`src/design/wdmc_defines.svh`:
```
// Offsets, field positions, widths and reset values of the watchdog control block
`ifndef WDMC_DEFINES_SVH
`define WDMC_DEFINES_SVH

`define WDMC_ADDR_W        8
`define WDMC_OFS_CONTROL_A_REG     8'h00
`define WDMC_OFS_CONFIG    8'h04
`define WDMC_OFS_EARLY_WARN_CTRL_REG    8'h08
`define WDMC_OFS_INTMASK   8'h0c
`define WDMC_OFS_INTFLAG   8'h10
`define WDMC_OFS_MODE      8'h14

`define WDMC_CONTROL_A_REG_EN      1
`define WDMC_CONTROL_A_REG_WEN     2
`define WDMC_CONTROL_A_REG_LOCK    7

`define WDMC_FIELD_W       4
`define WDMC_CFG_PER_LSB   0
`define WDMC_CFG_WIN_LSB   4
`define WDMC_EW_OFS_LSB    0

`define WDMC_FLAG_W        3
`define WDMC_FLAG_EW       0
`define WDMC_FLAG_PROT     1
`define WDMC_FLAG_LOCK     2

`define WDMC_MODE_RUN_BIT  4
`define WDMC_MODE_W        3

`define WDMC_FLAG_RST      3'h0
`define WDMC_FIELD_RST     4'h0

`endif

```
`src/design/wdmc_pkg.sv`:
```
// Types shared by the watchdog control block
`include "wdmc_defines.svh"

package wdmc_pkg;

  typedef struct packed {
    logic lock_enabled;
    logic wen;
    logic enable;
  } wdmc_ctrl_t;

  typedef struct packed {
    logic [`WDMC_FIELD_W-1:0] window;
    logic [`WDMC_FIELD_W-1:0] timeout_period_sel;
  } wdmc_cfg_t;

  typedef struct packed {
    wdmc_ctrl_t               ctrl;
    wdmc_cfg_t                cfg;
    logic [`WDMC_FIELD_W-1:0] early_warn_offset;
  } wdmc_user_row_t;

  typedef enum logic [`WDMC_MODE_W-1:0] {
    WDMC_STOPPED,
    WDMC_NORMAL,
    WDMC_NORMAL_EW,
    WDMC_WINDOW,
    WDMC_WINDOW_EW
  } wdmc_mode_t;

  typedef enum logic {
    WDMC_LD_WAIT,
    WDMC_LD_DONE
  } wdmc_ld_state_t;

endpackage

```
`src/design/wdmc_row_loader.sv`:
```
// Waits for the nonvolatile user row after power-on and issues one load pulse
`timescale 1ns/1ps

module wdmc_row_loader
  import wdmc_pkg::*;
(
  input  wire logic hclk,
  input  wire logic hresetn,
  input  wire logic user_row_valid,
  output logic      load,
  output logic      loaded
);

  wdmc_ld_state_t state;

  always_ff @(posedge hclk or negedge hresetn) begin
    if (!hresetn) begin
      state <= WDMC_LD_WAIT;
    end else if (state == WDMC_LD_WAIT && user_row_valid) begin
      state <= WDMC_LD_DONE;
    end
  end

  // Row is sampled by the clocked load, never by the reset itself
  assign load   = (state == WDMC_LD_WAIT) && user_row_valid;
  assign loaded = (state == WDMC_LD_DONE);

endmodule

```
`src/design/wdmc_mode_decode.sv`:
```
// Registered operating mode decode of the watchdog
`timescale 1ns/1ps

module wdmc_mode_decode
  import wdmc_pkg::*;
(
  input  wire logic hclk,
  input  wire logic hresetn,
  input  wire logic enable,
  input  wire logic wen,
  input  wire logic ew_int_en,
  output wdmc_mode_t mode,
  output logic       counter_run
);

  function automatic wdmc_mode_t decode(input logic en, input logic w, input logic ie);
    wdmc_mode_t m;
    m = WDMC_STOPPED;
    if (en) begin
      if (w) begin
        m = ie ? WDMC_WINDOW_EW : WDMC_WINDOW;
      end else begin
        m = ie ? WDMC_NORMAL_EW : WDMC_NORMAL;
      end
    end
    return m;
  endfunction

  always_ff @(posedge hclk or negedge hresetn) begin
    if (!hresetn) begin
      mode        <= WDMC_STOPPED;
      counter_run <= 1'b0;
    end else begin
      mode        <= decode(enable, wen, ew_int_en);
      counter_run <= enable;
    end
  end

endmodule

```
`src/design/wdmc_ctrl.sv`:
```
// Watchdog mode, enable protection and user-row load control with AHB-Lite registers
//
// The implementer's own choices: the register addresses and the AHB-Lite register port.
`timescale 1ns/1ps
`include "wdmc_defines.svh"

module wdmc_ctrl
  import wdmc_pkg::*;
(
  input  wire logic                     hclk,
  input  wire logic                     hresetn,
  input  wire logic                     hsel,
  input  wire logic [31:0]              haddr,
  input  wire logic [1:0]               htrans,
  input  wire logic                     hwrite,
  input  wire logic [2:0]               hsize,
  input  wire logic [31:0]              hwdata,
  input  wire logic                     hready,
  output logic      [31:0]              hrdata,
  output logic                          hreadyout,
  output logic                          hresp,
  input  wire logic                     user_row_valid,
  input  wire wdmc_user_row_t           user_row,
  input  wire logic                     early_warn_event,
  input  wire logic                     timeout_event,
  output logic                          counter_run,
  output wdmc_mode_t                    mode,
  output logic      [`WDMC_FIELD_W-1:0] timeout_period_sel,
  output logic      [`WDMC_FIELD_W-1:0] window_period,
  output logic      [`WDMC_FIELD_W-1:0] early_warn_offset,
  output logic                          wdt_reset,
  output logic                          irq
);

  function automatic logic hit(input logic [`WDMC_ADDR_W-1:0] a, input logic [`WDMC_ADDR_W-1:0] ofs);
    return a == ofs;
  endfunction

  wdmc_ctrl_t                 control_a_reg;
  wdmc_cfg_t                  config_reg;
  logic [`WDMC_FIELD_W-1:0]   early_warn_ctrl_reg;
  logic [`WDMC_FLAG_W-1:0]    int_mask;
  logic [`WDMC_FLAG_W-1:0]    int_flag;
  logic                       load;
  logic                       loaded;
  logic                       dvalid;
  logic                       dwrite;
  logic [`WDMC_ADDR_W-1:0]    daddr;
  logic                       rd_done;
  logic                       addr_take;
  logic                       wr_fire;
  logic                       rd_fire;
  logic                       wr_ctrl;
  logic                       wr_cfg;
  logic                       wr_ew;
  logic                       prot_refused;
  logic                       lock_refused;
  logic [`WDMC_FLAG_W-1:0]    flag_set;
  logic [31:0]                next_rdata;

  wdmc_row_loader u_loader (
    .hclk           (hclk),
    .hresetn        (hresetn),
    .user_row_valid (user_row_valid),
    .load           (load),
    .loaded         (loaded)
  );

  wdmc_mode_decode u_decode (
    .hclk        (hclk),
    .hresetn     (hresetn),
    .enable      (control_a_reg.enable),
    .wen         (control_a_reg.wen),
    .ew_int_en   (int_mask[`WDMC_FLAG_EW]),
    .mode        (mode),
    .counter_run (counter_run)
  );

  // Bus data phase tracking
  // Data phases stall until the user row is in, so no write races the load
  assign hreadyout = !dvalid || (loaded && (dwrite || rd_done));
  assign hresp     = 1'b0;
  assign addr_take = hsel && htrans[1] && hready;
  assign wr_fire   = dvalid && dwrite && loaded;
  assign rd_fire   = dvalid && !dwrite && loaded && !rd_done;

  always_ff @(posedge hclk or negedge hresetn) begin
    if (!hresetn) begin
      dvalid  <= 1'b0;
      dwrite  <= 1'b0;
      daddr   <= '0;
      rd_done <= 1'b0;
    end else begin
      if (hready) begin
        dvalid  <= addr_take;
        dwrite  <= hwrite;
        daddr   <= haddr[`WDMC_ADDR_W-1:0];
        rd_done <= 1'b0;
      end else if (rd_fire) begin
        rd_done <= 1'b1;
      end
    end
  end

  assign wr_ctrl = wr_fire && hit(daddr, `WDMC_OFS_CONTROL_A_REG);
  assign wr_cfg  = wr_fire && hit(daddr, `WDMC_OFS_CONFIG);
  assign wr_ew   = wr_fire && hit(daddr, `WDMC_OFS_EARLY_WARN_CTRL_REG);

  // Control A: enable and protected bits
  always_ff @(posedge hclk or negedge hresetn) begin
    if (!hresetn) begin
      control_a_reg <= '0;
    end else if (load) begin
      control_a_reg <= user_row.ctrl;
    end else if (wr_ctrl) begin
      if (!control_a_reg.enable) begin
        // protected bits ride with enable set
        control_a_reg.wen          <= hwdata[`WDMC_CONTROL_A_REG_WEN];
        control_a_reg.lock_enabled <= hwdata[`WDMC_CONTROL_A_REG_LOCK];
        control_a_reg.enable       <= hwdata[`WDMC_CONTROL_A_REG_EN];
      end else if (!control_a_reg.lock_enabled) begin
        control_a_reg.enable       <= hwdata[`WDMC_CONTROL_A_REG_EN];
      end
    end
  end

  // Configuration and early-warning offset
  always_ff @(posedge hclk or negedge hresetn) begin
    if (!hresetn) begin
      config_reg          <= '0;
      early_warn_ctrl_reg <= `WDMC_FIELD_RST;
    end else if (load) begin
      // user row sets periods and offset
      config_reg          <= user_row.cfg;
      early_warn_ctrl_reg <= user_row.early_warn_offset;
    end else if (!control_a_reg.enable) begin
      if (wr_cfg) begin
        config_reg.timeout_period_sel <= hwdata[`WDMC_CFG_PER_LSB +: `WDMC_FIELD_W];
        config_reg.window             <= hwdata[`WDMC_CFG_WIN_LSB +: `WDMC_FIELD_W];
      end
      if (wr_ew) begin
        early_warn_ctrl_reg <= hwdata[`WDMC_EW_OFS_LSB +: `WDMC_FIELD_W];
      end
    end
  end

  assign timeout_period_sel = config_reg.timeout_period_sel;
  assign window_period      = config_reg.window;
  assign early_warn_offset  = early_warn_ctrl_reg;

  // Refused writes are reported, not silently lost
  assign prot_refused = control_a_reg.enable && (wr_cfg || wr_ew ||
                        (wr_ctrl && (hwdata[`WDMC_CONTROL_A_REG_WEN] != control_a_reg.wen ||
                                     hwdata[`WDMC_CONTROL_A_REG_LOCK] != control_a_reg.lock_enabled)));
  assign lock_refused = wr_ctrl && control_a_reg.enable && control_a_reg.lock_enabled &&
                        !hwdata[`WDMC_CONTROL_A_REG_EN];

  always_comb begin
    flag_set                  = '0;
    flag_set[`WDMC_FLAG_EW]   = early_warn_event && control_a_reg.enable;
    flag_set[`WDMC_FLAG_PROT] = prot_refused;
    flag_set[`WDMC_FLAG_LOCK] = lock_refused;
  end

  // Interrupt mask and sticky flags; a new event beats a same-cycle clear
  always_ff @(posedge hclk or negedge hresetn) begin
    if (!hresetn) begin
      int_mask <= `WDMC_FLAG_RST;
    end else if (wr_fire && hit(daddr, `WDMC_OFS_INTMASK)) begin
      int_mask <= hwdata[`WDMC_FLAG_W-1:0];
    end
  end

  always_ff @(posedge hclk or negedge hresetn) begin
    if (!hresetn) begin
      int_flag <= `WDMC_FLAG_RST;
    end else if (wr_fire && hit(daddr, `WDMC_OFS_INTFLAG)) begin
      int_flag <= (int_flag & ~hwdata[`WDMC_FLAG_W-1:0]) | flag_set;
    end else begin
      int_flag <= int_flag | flag_set;
    end
  end

  assign irq = |(int_flag & int_mask);

  always_ff @(posedge hclk or negedge hresetn) begin
    if (!hresetn) begin
      wdt_reset <= 1'b0;
    end else begin
      wdt_reset <= timeout_event && control_a_reg.enable;
    end
  end

  // Read path; unmapped offsets read zero
  always_comb begin
    next_rdata = '0;
    if (hit(daddr, `WDMC_OFS_CONTROL_A_REG)) begin
      next_rdata[`WDMC_CONTROL_A_REG_EN]   = control_a_reg.enable;
      next_rdata[`WDMC_CONTROL_A_REG_WEN]  = control_a_reg.wen;
      next_rdata[`WDMC_CONTROL_A_REG_LOCK] = control_a_reg.lock_enabled;
    end else if (hit(daddr, `WDMC_OFS_CONFIG)) begin
      next_rdata[`WDMC_CFG_PER_LSB +: `WDMC_FIELD_W] = config_reg.timeout_period_sel;
      next_rdata[`WDMC_CFG_WIN_LSB +: `WDMC_FIELD_W] = config_reg.window;
    end else if (hit(daddr, `WDMC_OFS_EARLY_WARN_CTRL_REG)) begin
      next_rdata[`WDMC_EW_OFS_LSB +: `WDMC_FIELD_W] = early_warn_ctrl_reg;
    end else if (hit(daddr, `WDMC_OFS_INTMASK)) begin
      next_rdata[`WDMC_FLAG_W-1:0] = int_mask;
    end else if (hit(daddr, `WDMC_OFS_INTFLAG)) begin
      next_rdata[`WDMC_FLAG_W-1:0] = int_flag;
    end else if (hit(daddr, `WDMC_OFS_MODE)) begin
      next_rdata[`WDMC_MODE_W-1:0]    = mode;
      next_rdata[`WDMC_MODE_RUN_BIT] = counter_run;
    end
  end

  always_ff @(posedge hclk or negedge hresetn) begin
    if (!hresetn) begin
      hrdata <= '0;
    end else if (rd_fire) begin
      hrdata <= next_rdata;
    end
  end

  // Checks

  a_mode_stopped: assert property (@(posedge hclk) disable iff (!hresetn)
    !control_a_reg.enable |=> mode == WDMC_STOPPED)
    else $error("mode not stopped while disabled");

  a_mode_window_ew: assert property (@(posedge hclk) disable iff (!hresetn)
    (control_a_reg.enable && control_a_reg.wen && int_mask[`WDMC_FLAG_EW]) |=> mode == WDMC_WINDOW_EW)
    else $error("window early-warning mode not decoded");

  a_cfg_protected: assert property (@(posedge hclk) disable iff (!hresetn)
    (wr_cfg && control_a_reg.enable && !load) |=> $stable(config_reg) ##0 int_flag[`WDMC_FLAG_PROT])
    else $error("configuration written while enabled");

  a_enable_applies: assert property (@(posedge hclk) disable iff (!hresetn)
    (wr_ctrl && !control_a_reg.enable && hwdata[`WDMC_CONTROL_A_REG_EN])
      |=> control_a_reg.enable && control_a_reg.wen == $past(hwdata[`WDMC_CONTROL_A_REG_WEN]))
    else $error("protected bits not applied with enable");

  a_clear_no_apply: assert property (@(posedge hclk) disable iff (!hresetn)
    (wr_ctrl && control_a_reg.enable && !hwdata[`WDMC_CONTROL_A_REG_EN]) |=> $stable(control_a_reg.wen))
    else $error("protected bit changed on disabling write");

  a_period_steady: assert property (@(posedge hclk) disable iff (!hresetn)
    (counter_run && $past(control_a_reg.enable) && !$past(load)) |-> $stable(timeout_period_sel))
    else $error("timeout period changed while running");

  a_row_loaded: assert property (@(posedge hclk) disable iff (!hresetn)
    load |=> control_a_reg == $past(user_row.ctrl) && early_warn_offset == $past(user_row.early_warn_offset))
    else $error("user row not loaded");

  a_enable_clear: assert property (@(posedge hclk) disable iff (!hresetn)
    (wr_ctrl && !control_a_reg.lock_enabled && !hwdata[`WDMC_CONTROL_A_REG_EN]) |=> !control_a_reg.enable ##1 !counter_run)
    else $error("enable clear not honoured");

  a_lock_holds: assert property (@(posedge hclk) disable iff (!hresetn)
    (control_a_reg.enable && control_a_reg.lock_enabled && !load) |=> control_a_reg.enable)
    else $error("locked watchdog was disabled");

  a_stop_silent: assert property (@(posedge hclk) disable iff (!hresetn)
    $rose(int_flag[`WDMC_FLAG_EW]) || wdt_reset |-> $past(control_a_reg.enable))
    else $error("warning or reset while stopped");

  a_ew_protected: assert property (@(posedge hclk) disable iff (!hresetn)
    (wr_ew && control_a_reg.enable) |=> $stable(early_warn_ctrl_reg) ##0 int_flag[`WDMC_FLAG_PROT])
    else $error("early-warning offset written while enabled");

  a_lock_flag: assert property (@(posedge hclk) disable iff (!hresetn)
    lock_refused |=> control_a_reg.enable && int_flag[`WDMC_FLAG_LOCK])
    else $error("refused disable not flagged");

  a_warn_flag_set: assert property (@(posedge hclk) disable iff (!hresetn)
    flag_set[`WDMC_FLAG_EW] |=> int_flag[`WDMC_FLAG_EW])
    else $error("early-warning flag lost to a clear");

  a_reset_follows: assert property (@(posedge hclk) disable iff (!hresetn)
    (timeout_event && control_a_reg.enable) |=> wdt_reset)
    else $error("timeout while running gave no reset");

  a_mode_normal: assert property (@(posedge hclk) disable iff (!hresetn)
    (control_a_reg.enable && !control_a_reg.wen)
      |=> mode == ($past(int_mask[`WDMC_FLAG_EW]) ? WDMC_NORMAL_EW : WDMC_NORMAL))
    else $error("normal mode not decoded");

  a_mode_window: assert property (@(posedge hclk) disable iff (!hresetn)
    (control_a_reg.enable && control_a_reg.wen && !int_mask[`WDMC_FLAG_EW]) |=> mode == WDMC_WINDOW)
    else $error("window mode not decoded");

  a_cfg_loaded: assert property (@(posedge hclk) disable iff (!hresetn)
    load |=> config_reg == $past(user_row.cfg))
    else $error("user row periods not loaded");

endmodule

```
`config.mk`:
```
export PLATFORM = sky130hd
export DESIGN_NAME = wdmc_ctrl
export DESIGN_NICKNAME = d
export VERILOG_FILES = /design/src/design/wdmc_pkg.sv /design/src/design/wdmc_row_loader.sv /design/src/design/wdmc_mode_decode.sv /design/src/design/wdmc_ctrl.sv
export VERILOG_INCLUDE_DIRS = /design/src /design/src/design
export SDC_FILE = /design/constraint.sdc
export NUM_CORES = 1
export LEC_CHECK = 0
export BUFFER_PORTS_ARGS = -buffer_cell sky130_fd_sc_hd__buf_4
export CAP_MARGIN = 20
export CORE_ASPECT_RATIO = 1.2
export CORE_MARGIN = 2
export CORE_UTILIZATION = 44
export DETAILED_ROUTE_END_ITERATION = 10
export GPL_ROUTABILITY_DRIVEN = 0
export GPL_TIMING_DRIVEN = 0
export PLACE_DENSITY = 0.81
export SYNTH_ARGS = -nofsm -noshare
export SYNTH_HDL_FRONTEND = slang
export SYNTH_HIERARCHICAL = 1
export SYNTH_SLANG_ARGS = --single-unit
```
`constraint.sdc`:
```
create_clock -name hclk -period 2.7 [get_ports hclk]
set_input_delay 0.54 -clock hclk [delete_from_list [all_inputs] [get_ports hclk]]
set_output_delay 0.54 -clock hclk [all_outputs]
set_load 0.02 [all_outputs]
```
==> results of run 1 <==
[per-layer routing]
layer	track usage (%)	vias up
met2	32.8	86
li1	-	979
met3	4.88	11
met1	24.7	975
met4	4.88	0
met5	0	-
[power by group through the flow]
| stage | Clock (W) | Combinational, W | Sequential [W] |
|---|---|---|---|
| 2_1_floorplan | 0 | 0.000211 | 0.000875 |
| 3_3_place_gp | 0 | 0.000429 | 0.000833 |
| 3_5_place_dp | 0 | 0.000437 | 0.000836 |
| 4_1_cts | 0.000435 | 0.000438 | 0.000822 |
| 5_1_grt | 0.000461 | 0.000473 | 0.000833 |
| 6_report | 0.000426 | 0.000439 | 0.000823 |
[synthesized netlist by cell type, types with 2 or more instances]
library cell	instances
or4_4	2
buf_4	26
mux2_4	2
and3_1	2
nor4_1	2
nand2_1	19
nand3_1	9
mux2_2	28
inv_1	4
nor3_1	7
mux2i_1	6
buf_1	2
nor4_2	2
dfrtp_1	46
and2_1	3
a22o_1	2
a21oi_1	14
a31oi_1	3
o21ai_0	4
nor2_1	11
nand4b_1	2
o2bb2ai_1	2
clkbuf_1	7
nor2b_1	7
xnor2_1	2
[worst paths after layout]
check | endpoint | depth (start not counted) | start
setup / recovery | early_warn_offset[1]$_DFFE_PN0P_ | 5 | daddr[7]$_DFFE_PN0P_
hold / removal | u_decode/counter_run$_DFF_PN0_ | 1 | hresetn
setup reg to reg | early_warn_offset[1]$_DFFE_PN0P_ | 5 | daddr[7]$_DFFE_PN0P_
hold reg to reg | hrdata[6]$_DFFE_PN0P_ | 2 | hrdata[6]$_DFFE_PN0P_
max in group asynchronous | timeout_period_sel[0]$_DFFE_PN0P_ | 1 | hresetn
min in group hclk | u_loader/loaded$_DFFE_PN0P_ | 2 | user_row_valid
[layout make-up]
class,instances,area (um^2)
fillers,507,2300
multi-input cells,173,1180
well taps,64,80.1
clock buffers,7,86.3
plain buffers,36,240
flip-flops and latches,46,1150
clock inverters,1,5.00
repair buffers,66,495
inverters,4,15.0
[cell families after synthesis]
kind of cell | count (synthesis)
other cells | 1
simple gates | 76
flops | 46
compound gates | 33
fa+ha+maj | 1
mux | 36
xor+xnor | 2
buf+inv | 40
[metrics by stage]
step	area (um^2)	hold slack, ps	utilization [%]	cells
2_1_floorplan	2580	244	-	259
3_3_place_gp	3150	458	56.8	389
3_5_place_dp	3150	471	56.8	389
4_1_cts	3240	260	58.4	397
5_1_grt	3250	272	58.6	397
6_report	3250	243	58.6	397
[worst max-delay path, delay by kind of cell, from the launching register on]
family / cells / cell delay, ps
simple gates: 2 / 1050
flops: 1 / 420
mux: 2 / 630
buf+inv: 1 / 260
==> flow_metrics.env, run 1 <==
export IMPL_outcome="finished clean"
export IMPL_clockRootBuffer="clkbuf_8"
export IMPL_diodes=0
export IMPL_cts_path_max_buffers=2
export IMPL_grt_max_degree=47
export IMPL_clkSlewWorstSetupHoldPaths_ps=80
export IMPL_crit_path_end_kind="flip-flop"
export IMPL_grt_pass1_vias=1954
export IMPL_cts_sinks=46
export IMPL_hold_buffers=0
export IMPL_highest_layer="met4"
export IMPL_vias=2051
export IMPL_period_needed_ps=2490
export IMPL_floorplan_rows=30
export IMPL_cts_htree_levels=2
export IMPL_synth_largest_area_cell="dfrtp_1"
export IMPL_fmax_mhz=402
export IMPL_crit_chain="or4_4 -> clkbuf_1 -> nor4_4 -> mux2_2 -> mux2_2"
export IMPL_core_area_um2=5560
export IMPL_synth_xor_area_share_pct=0.704
export IMPL_drt_iter0_drc=125
export IMPL_internal_power_w=0.00118
export IMPL_critical_path_class="reg -> reg"
export IMPL_skew_ps=3.78
export IMPL_die_area_um2=6270
export IMPL_p_seq_share_pct=48.8
export IMPL_routed_via_density=5.17
export IMPL_power_density_nw_per_um2=519
export IMPL_synthSimpleGateAreaFrac_pct=17.4
export IMPL_postCtsSetupBuffers=0
export IMPL_yosysTopAreaCellShare_pct=46.3
export IMPL_synth_top_family_by_area="simple AND/OR/NAND/NOR gates"
export IMPL_syn_mean_instance_area_um2=10.6
export IMPL_switchingPower_w=0.000511
export IMPL_hpwl_mm=4.56
export IMPL_holdCritPathClass="in -> async"
export IMPL_crit_fanout=10
export IMPL_finalHoldViolCount=0
export IMPL_cts_resized=0
export IMPL_yosysWarnings=6
export IMPL_synth_cells=235
export IMPL_setup_tns_ps=0
export IMPL_rsz0062_at_grt="no"
export IMPL_cp_data_required_time_ps=2880
export IMPL_io_pins=144
export IMPL_synth_compound_area_share_pct=8.45
export IMPL_finalPower_w=0.00169
export IMPL_place_ws_ps=88.5
export IMPL_top_regs="daddr (8), hrdata (8)"
export IMPL_crit_path_max_incr_delay_ps=570
export IMPL_ys_seq_area_share_pct=46.3
export IMPL_synth_area_leaders="dfrtp_1 46%, mux2_2 13%, buf_4 7.8%"
export IMPL_drt_total_wl_mm=6.00
export IMPL_crit_slowest_cell="or4_4"
export IMPL_die_w_um=72.6
export IMPL_track_usage_pct=19.3
export IMPL_route_met2_wl_mm=3.10
export IMPL_die_h_um=86.4
export IMPL_p_leak_nw=1.57
export IMPL_slew_headroom_pct=51.4
export IMPL_cts_buffers=5
export IMPL_synthArstFlopShare_pct=100
export IMPL_yosysUniqueCellTypes=46
export IMPL_setup_ws_ps=213
export IMPL_finalSetupViolations=0
export IMPL_finalMaxSlewViolations=0
export IMPL_synth_fa_ha_area_share_pct=0.503
export IMPL_grt_pass1_wl_mm=9.37
export IMPL_r2r_setup_slack_ps=210
export IMPL_antenna_left=0
export IMPL_layout_drive_gt1_share_pct=41.4
export IMPL_post_route_period_util_pct=92.1
export IMPL_clk_latency_ps=290
export IMPL_met3_wirelength_um=410
export IMPL_worst_ep_arrival_time_ps=2670
export IMPL_overflow=0
export IMPL_layout_commonest_cell="buf_4"
export IMPL_cp_common_cell="mux2_2"
export IMPL_muxShareOfSynthArea_pct=16.3
export IMPL_dr_pass1_iters=4
export IMPL_synthToLayoutAreaGrowth_pct=30.8
export IMPL_synth_edf_count=0
export IMPL_ir_drop_mv=0.307
export IMPL_p_comb_share_pct=26.0
export IMPL_layout_cells_most_common_list="92 x buf_4, 46 x dfrtp_1, 28 x mux2_2"
export IMPL_numPortBuffers=66
export IMPL_cts_tree="yes"
export IMPL_wl_met1_mm=2.39
export IMPL_max_slew_worst_pin_slew_ps=723
export IMPL_start_util_pct=44.8
export IMPL_maxCapViolCount=0
export IMPL_wl_per_cell_um=15.1
export IMPL_syn_area_um2=2490
export IMPL_crit_path_start_kind="flip-flop"
export IMPL_drc=0
export IMPL_switching_share_pct=30.3
export IMPL_ys_ff_latch=46
export IMPL_clockPowerShare_pct=25.2
export IMPL_antenna_found_initial=0
export IMPL_nets=425
export IMPL_synth_flop_cell="dfrtp_1"
Note: power is estimated with default switching activity, not from simulation.
==> inputs of run 2 (changes only) <==
--- a/config.mk
+++ b/config.mk
@@ -14,7 +14,7 @@
 export DETAILED_ROUTE_END_ITERATION = 10
 export GPL_ROUTABILITY_DRIVEN = 0
 export GPL_TIMING_DRIVEN = 0
-export PLACE_DENSITY = 0.81
+export PLACE_DENSITY = 0.8
 export SYNTH_ARGS = -nofsm -noshare
 export SYNTH_HDL_FRONTEND = slang
 export SYNTH_HIERARCHICAL = 1
==> run 2 against run 1 <==
Critical path depth unchanged. Final area did not move. Count of clock-buffer cells in the layout unchanged. Via count grew 0.68%. Register-to-register slack about the same. Global-route usage grew 0.83 points. Critical path type unchanged. Largest power group unchanged.
==> flow_metrics.env, run 2 (synthesis results as in run 1) <==
export IMPL_setup_tns_ps=0
export IMPL_diodes=0
export IMPL_rr_startpoint="daddr[7]$_DFFE_PN0P_"
export IMPL_path_delay_family="simple AND/OR/NAND/NOR gates"
export IMPL_holdCritPathClass="in -> async"
export IMPL_die_h_um=86.4
export IMPL_numPortBuffers=66
export IMPL_cts_sinks=46
export IMPL_antenna_left=0
export IMPL_cp_num_buf_inv=1
export IMPL_die_area_um2=6270
export IMPL_maxCapViolCount=0
export IMPL_outcome="finished clean"
export IMPL_p_leak_nw=1.57
export IMPL_skew_ps=4.59
export IMPL_setup_ws_ps=221
export IMPL_crit_slowest_cell="or4_4"
export IMPL_post_route_period_util_pct=91.8
export IMPL_hold_buffers=0
export IMPL_floorplan_rows=30
export IMPL_crit_path_start_kind="flip-flop"
export IMPL_io_pins=144
export IMPL_antenna_found_initial=0
export IMPL_layout_commonest_cell="buf_4"
export IMPL_grt_pass1_wl_mm=9.80
export IMPL_start_util_pct=44.8
export IMPL_cp_common_cell="mux2_2"
export IMPL_vias=2065
export IMPL_cts_htree_levels=2
export IMPL_crit_chain="or4_4 -> clkbuf_1 -> nor4_4 -> mux2_2 -> mux2_2"
export IMPL_dr_pass1_iters=4
export IMPL_drt_total_wl_mm=6.05
export IMPL_core_area_um2=5560
export IMPL_crit_path_end_kind="flip-flop"
export IMPL_crit_fanout=10
export IMPL_finalMaxSlewViolations=0
export IMPL_power_density_nw_per_um2=521
export IMPL_drt_iter0_drc=115
export IMPL_postCtsSetupBuffers=0
export IMPL_cts_path_max_buffers=2
export IMPL_worst_ep_arrival_time_ps=2670
export IMPL_startpoint="daddr[7]$_DFFE_PN0P_"
export IMPL_dp_cells=389
export IMPL_routed_via_density=5.20
export IMPL_grt_pass1_vias=1968
export IMPL_place_ws_ps=98.9
export IMPL_finalNonFillerCells=397
export IMPL_fmax_mhz=403
export IMPL_finalSetupViolations=0
export IMPL_nets=425
export IMPL_clockRootBuffer="clkbuf_8"
export IMPL_cp_data_required_time_ps=2890
export IMPL_clk_latency_ps=300
export IMPL_layout_cells_most_common_list="92 x buf_4, 46 x dfrtp_1, 28 x mux2_2"
export IMPL_whs_ps=243
export IMPL_critical_path_class="reg -> reg"
export IMPL_cts_buffers=5
export IMPL_post_route_util_pct=58.6
export IMPL_overflow=0
export IMPL_track_usage_pct=20.2
export IMPL_rsz0062_at_grt="no"
export IMPL_die_w_um=72.6
export IMPL_hpwl_mm=4.56
export IMPL_period_needed_ps=2480
export IMPL_crit_path_max_incr_delay_ps=570
export IMPL_cts_resized=0
export IMPL_finalHoldViolCount=0
export IMPL_top_regs="daddr (8), hrdata (8)"
export IMPL_slew_headroom_pct=49.2
export IMPL_synthToLayoutAreaGrowth_pct=30.8
export IMPL_ir_drop_mv=0.351
export IMPL_wl_per_cell_um=15.2
export IMPL_cts_tree="yes"
export IMPL_max_slew_worst_pin_slew_ps=756
export IMPL_grt_max_degree=47
export IMPL_clkSlewWorstSetupHoldPaths_ps=80
export IMPL_layout_drive_gt1_share_pct=41.4
export IMPL_drc=0
export IMPL_fillerInstances=501
## run 2: final cells by class
type | count | area, um^2 | area share (%)
Tap cell | 64 | 80.1 | 2.46
Clock buffer | 7 | 86.3 | 2.65
Timing Repair Buffer | 66 | 495 | 15.2
Clock inverter | 1 | 5.00 | 0.154
Buffer | 36 | 240 | 7.38
Inverter | 4 | 15.0 | 0.462
Sequential cell | 46 | 1150 | 35.4
Multi-Input combinational cell | 173 | 1180 | 36.3
## run 2: power by group
| part | switching [W] | total, W | internal [W] |
|---|---|---|---|
| sequential | 0.0000653 | 0.000824 | 0.000758 |
| clock | 0.000227 | 0.000434 | 0.000207 |
| combinational | 0.000227 | 0.000438 | 0.000211 |
| total | 0.000519 | 0.00170 | 0.00118 |
## run 2: metal layers
layer  vias to the layer above  share of wire (%)  track usage [%]
met4                         0               0.89             4.88
met2                        83                 52             34.0
li1                        980                  -                -
met1                       994                 41             26.2
met3                         8                6.5             4.88
met5                         -                  0                0
## run 2: metrics by stage
stage	power (W)	cell area, um^2
floorplan	0.00109	2580
global placement	0.00126	3150
detailed placement	0.00127	3150
CTS	0.00170	3240
global route	0.00179	3250
finish	0.00170	3250
## run 2: final timing paths
check | to | slack, ps | cells past startpoint
hold / removal | daddr[5]$_DFFE_PN0P_ | 240 | 1
max in group asynchronous | control_a_reg[1]$_DFFE_PN0P_ | 2080 | 1
min in group hclk | u_loader/loaded$_DFFE_PN0P_ | 440 | 2
setup / recovery | early_warn_offset[1]$_DFFE_PN0P_ | 220 | 5
hold reg to reg | u_decode/counter_run$_DFF_PN0_ | 500 | 0
setup reg to reg | early_warn_offset[1]$_DFFE_PN0P_ | 220 | 5
==> inputs of run 3 (changes only) <==
--- a/config.mk
+++ b/config.mk
@@ -9,12 +9,11 @@
 export BUFFER_PORTS_ARGS = -buffer_cell sky130_fd_sc_hd__buf_4
 export CAP_MARGIN = 20
 export CORE_ASPECT_RATIO = 1.2
-export CORE_MARGIN = 2
 export CORE_UTILIZATION = 44
 export DETAILED_ROUTE_END_ITERATION = 10
 export GPL_ROUTABILITY_DRIVEN = 0
 export GPL_TIMING_DRIVEN = 0
-export PLACE_DENSITY = 0.8
+export PLACE_DENSITY = 0.86
 export SYNTH_ARGS = -nofsm -noshare
 export SYNTH_HDL_FRONTEND = slang
 export SYNTH_HIERARCHICAL = 1
==> run 3 against run 2 <==
The run now ends with design-rule violations left. Global-route usage grew 1.2 points. Worst hold slack lost 2.6 ps. Combinational power is essentially flat. Critical path depth is the same. Sequential cell count is the same. Total power shrank 0.97%. Final cell count shrank 1.0%. Routed wire length shrank 0.88%. Largest cell class unchanged. Highest routed layer unchanged.
==> flow_metrics.env, run 3 (synthesis results as in run 1) <==
export IMPL_power_density_nw_per_um2=518
export IMPL_violations="design-rule violations"
export IMPL_cts_tree="yes"
export IMPL_setup_tns_ps=0
export IMPL_top_regs="daddr (8), hrdata (8)"
export IMPL_die_w_um=70.6
export IMPL_core_area_um2=5370
export IMPL_clockRootBuffer="clkbuf_8"
export IMPL_clkSlewWorstSetupHoldPaths_ps=80
export IMPL_finalMaxSlewViolations=0
export IMPL_postCtsSetupBuffers=0
export IMPL_layout_commonest_cell="buf_4"
export IMPL_antenna_left=0
export IMPL_die_area_um2=5960
export IMPL_ir_drop_mv=0.274
export IMPL_dp_cells=387
export IMPL_grt_max_degree=47
export IMPL_vias=2079
export IMPL_highest_layer="met4"
export IMPL_drc=20
export IMPL_cp_data_required_time_ps=2890
export IMPL_rr_startpoint="daddr[7]$_DFFE_PN0P_"
export IMPL_whs_ps=240
export IMPL_overflow=0
export IMPL_period_needed_ps=2520
export IMPL_crit_fanout=10
export IMPL_crit_path_start_kind="flip-flop"
export IMPL_met3_wirelength_um=440
export IMPL_skew_ps=6.05
export IMPL_fmax_mhz=397
export IMPL_p_leak_nw=1.56
export IMPL_cts_sinks=46
export IMPL_nets=425
export IMPL_cts_buffers=5
export IMPL_layout_cells_most_common_list="92 x buf_4, 46 x dfrtp_1, 28 x mux2_2"
export IMPL_wl_met1_mm=2.32
export IMPL_layout_drive_gt1_share_pct=41.4
export IMPL_synthToLayoutAreaGrowth_pct=30.3
export IMPL_wl_per_cell_um=15.3
export IMPL_cts_htree_levels=2
export IMPL_finalNonFillerCells=393
export IMPL_crit_path_end_kind="flip-flop"
export IMPL_start_util_pct=46.3
export IMPL_hold_buffers=0
export IMPL_startpoint="daddr[7]$_DFFE_PN0P_"
export IMPL_drt_iter0_drc=208
export IMPL_routed_via_density=5.29
export IMPL_clk_latency_ps=300
export IMPL_slew_headroom_pct=51.7
export IMPL_cts_path_max_buffers=2
export IMPL_antenna_found_initial=0
export IMPL_die_h_um=84.4
export IMPL_dr_pass1_iters=7
export IMPL_cts_resized=0
export IMPL_maxCapViolCount=0
export IMPL_holdCritPathClass="in -> async"
export IMPL_max_slew_worst_pin_slew_ps=717
export IMPL_finalHoldViolCount=0
export IMPL_io_pins=144
export IMPL_outcome="complete, but fails checks"
export IMPL_floorplan_rows=29
export IMPL_track_usage_pct=21.4
export IMPL_grt_pass1_wl_mm=9.93
export IMPL_critical_path_class="reg -> reg"
export IMPL_hpwl_mm=4.47
export IMPL_rsz0062_at_grt="no"
export IMPL_post_route_period_util_pct=93.4
export IMPL_diodes=0
export IMPL_route_met2_wl_mm=3.12
export IMPL_drt_total_wl_mm=6.00
export IMPL_grt_pass1_vias=2035
export IMPL_numPortBuffers=66
export IMPL_worst_ep_arrival_time_ps=2710
export IMPL_finalSetupViolations=0
-- run 3: cell count changes in the layout (fill, tap and decap cells not counted), sizes merged --
cell    change
clkbuf      -1
clkinv      -1
-- run 3: cell type report --
| type | instances | area, um^2 |
|---|---|---|
| flip-flops and latches | 46 | 1150 |
| repair buffers | 66 | 495 |
| clock buffers | 6 | 82.6 |
| plain buffers | 36 | 240 |
| well taps | 62 | 77.6 |
| fillers | 469 | 2130 |
| inverters | 4 | 15.0 |
| multi-input cells | 173 | 1180 |
-- run 3: where the power goes --
part	internal, W	switching [W]	leakage (nW)
logic	0.000211	0.000229	0.961
clock network	0.000198	0.000219	0.0431
registers	0.000758	0.0000636	0.561
total	0.00117	0.000512	1.56
-- run 3: through the flow --
stage	cell area, um^2	utilization, %	total power [W]	setup WS (ps)
after floorplan	2580	-	0.00109	422
after global placement	3150	58.7	0.00126	97.6
after detailed placement	3150	58.7	0.00127	43.9
after CTS	3230	60.2	0.00168	16.6
after global routing	3240	60.4	0.00176	113
final	3240	60.4	0.00168	178
-- run 3: layer usage --
layer	GRT usage [%]	up-vias
li1	-	974
met2	37.4	107
met4	8.18	0
met5	0	-
met1	26.3	987
met3	3.84	11
-- run 3: final timing paths --
kind | slack (ps) | cells after the start | endpoint
hold reg to reg | 450 | 0 | u_decode/counter_run$_DFF_PN0_
min in group hclk | 440 | 2 | u_loader/loaded$_DFFE_PN0P_
setup / recovery | 180 | 5 | early_warn_offset[3]$_DFFE_PN0P_
setup reg to reg | 180 | 5 | early_warn_offset[3]$_DFFE_PN0P_
hold / removal | 240 | 1 | wdt_reset$_DFF_PN0_
max in group asynchronous | 2060 | 1 | window_period[3]$_DFFE_PN0P_
-- run 3: critical path, stage by stage (launching register included) --
cell and delay [ps]:
dfrtp_1 410, or4_4 580, clkbuf_1 260, nor4_4 500, mux2_2 390, mux2_2 260
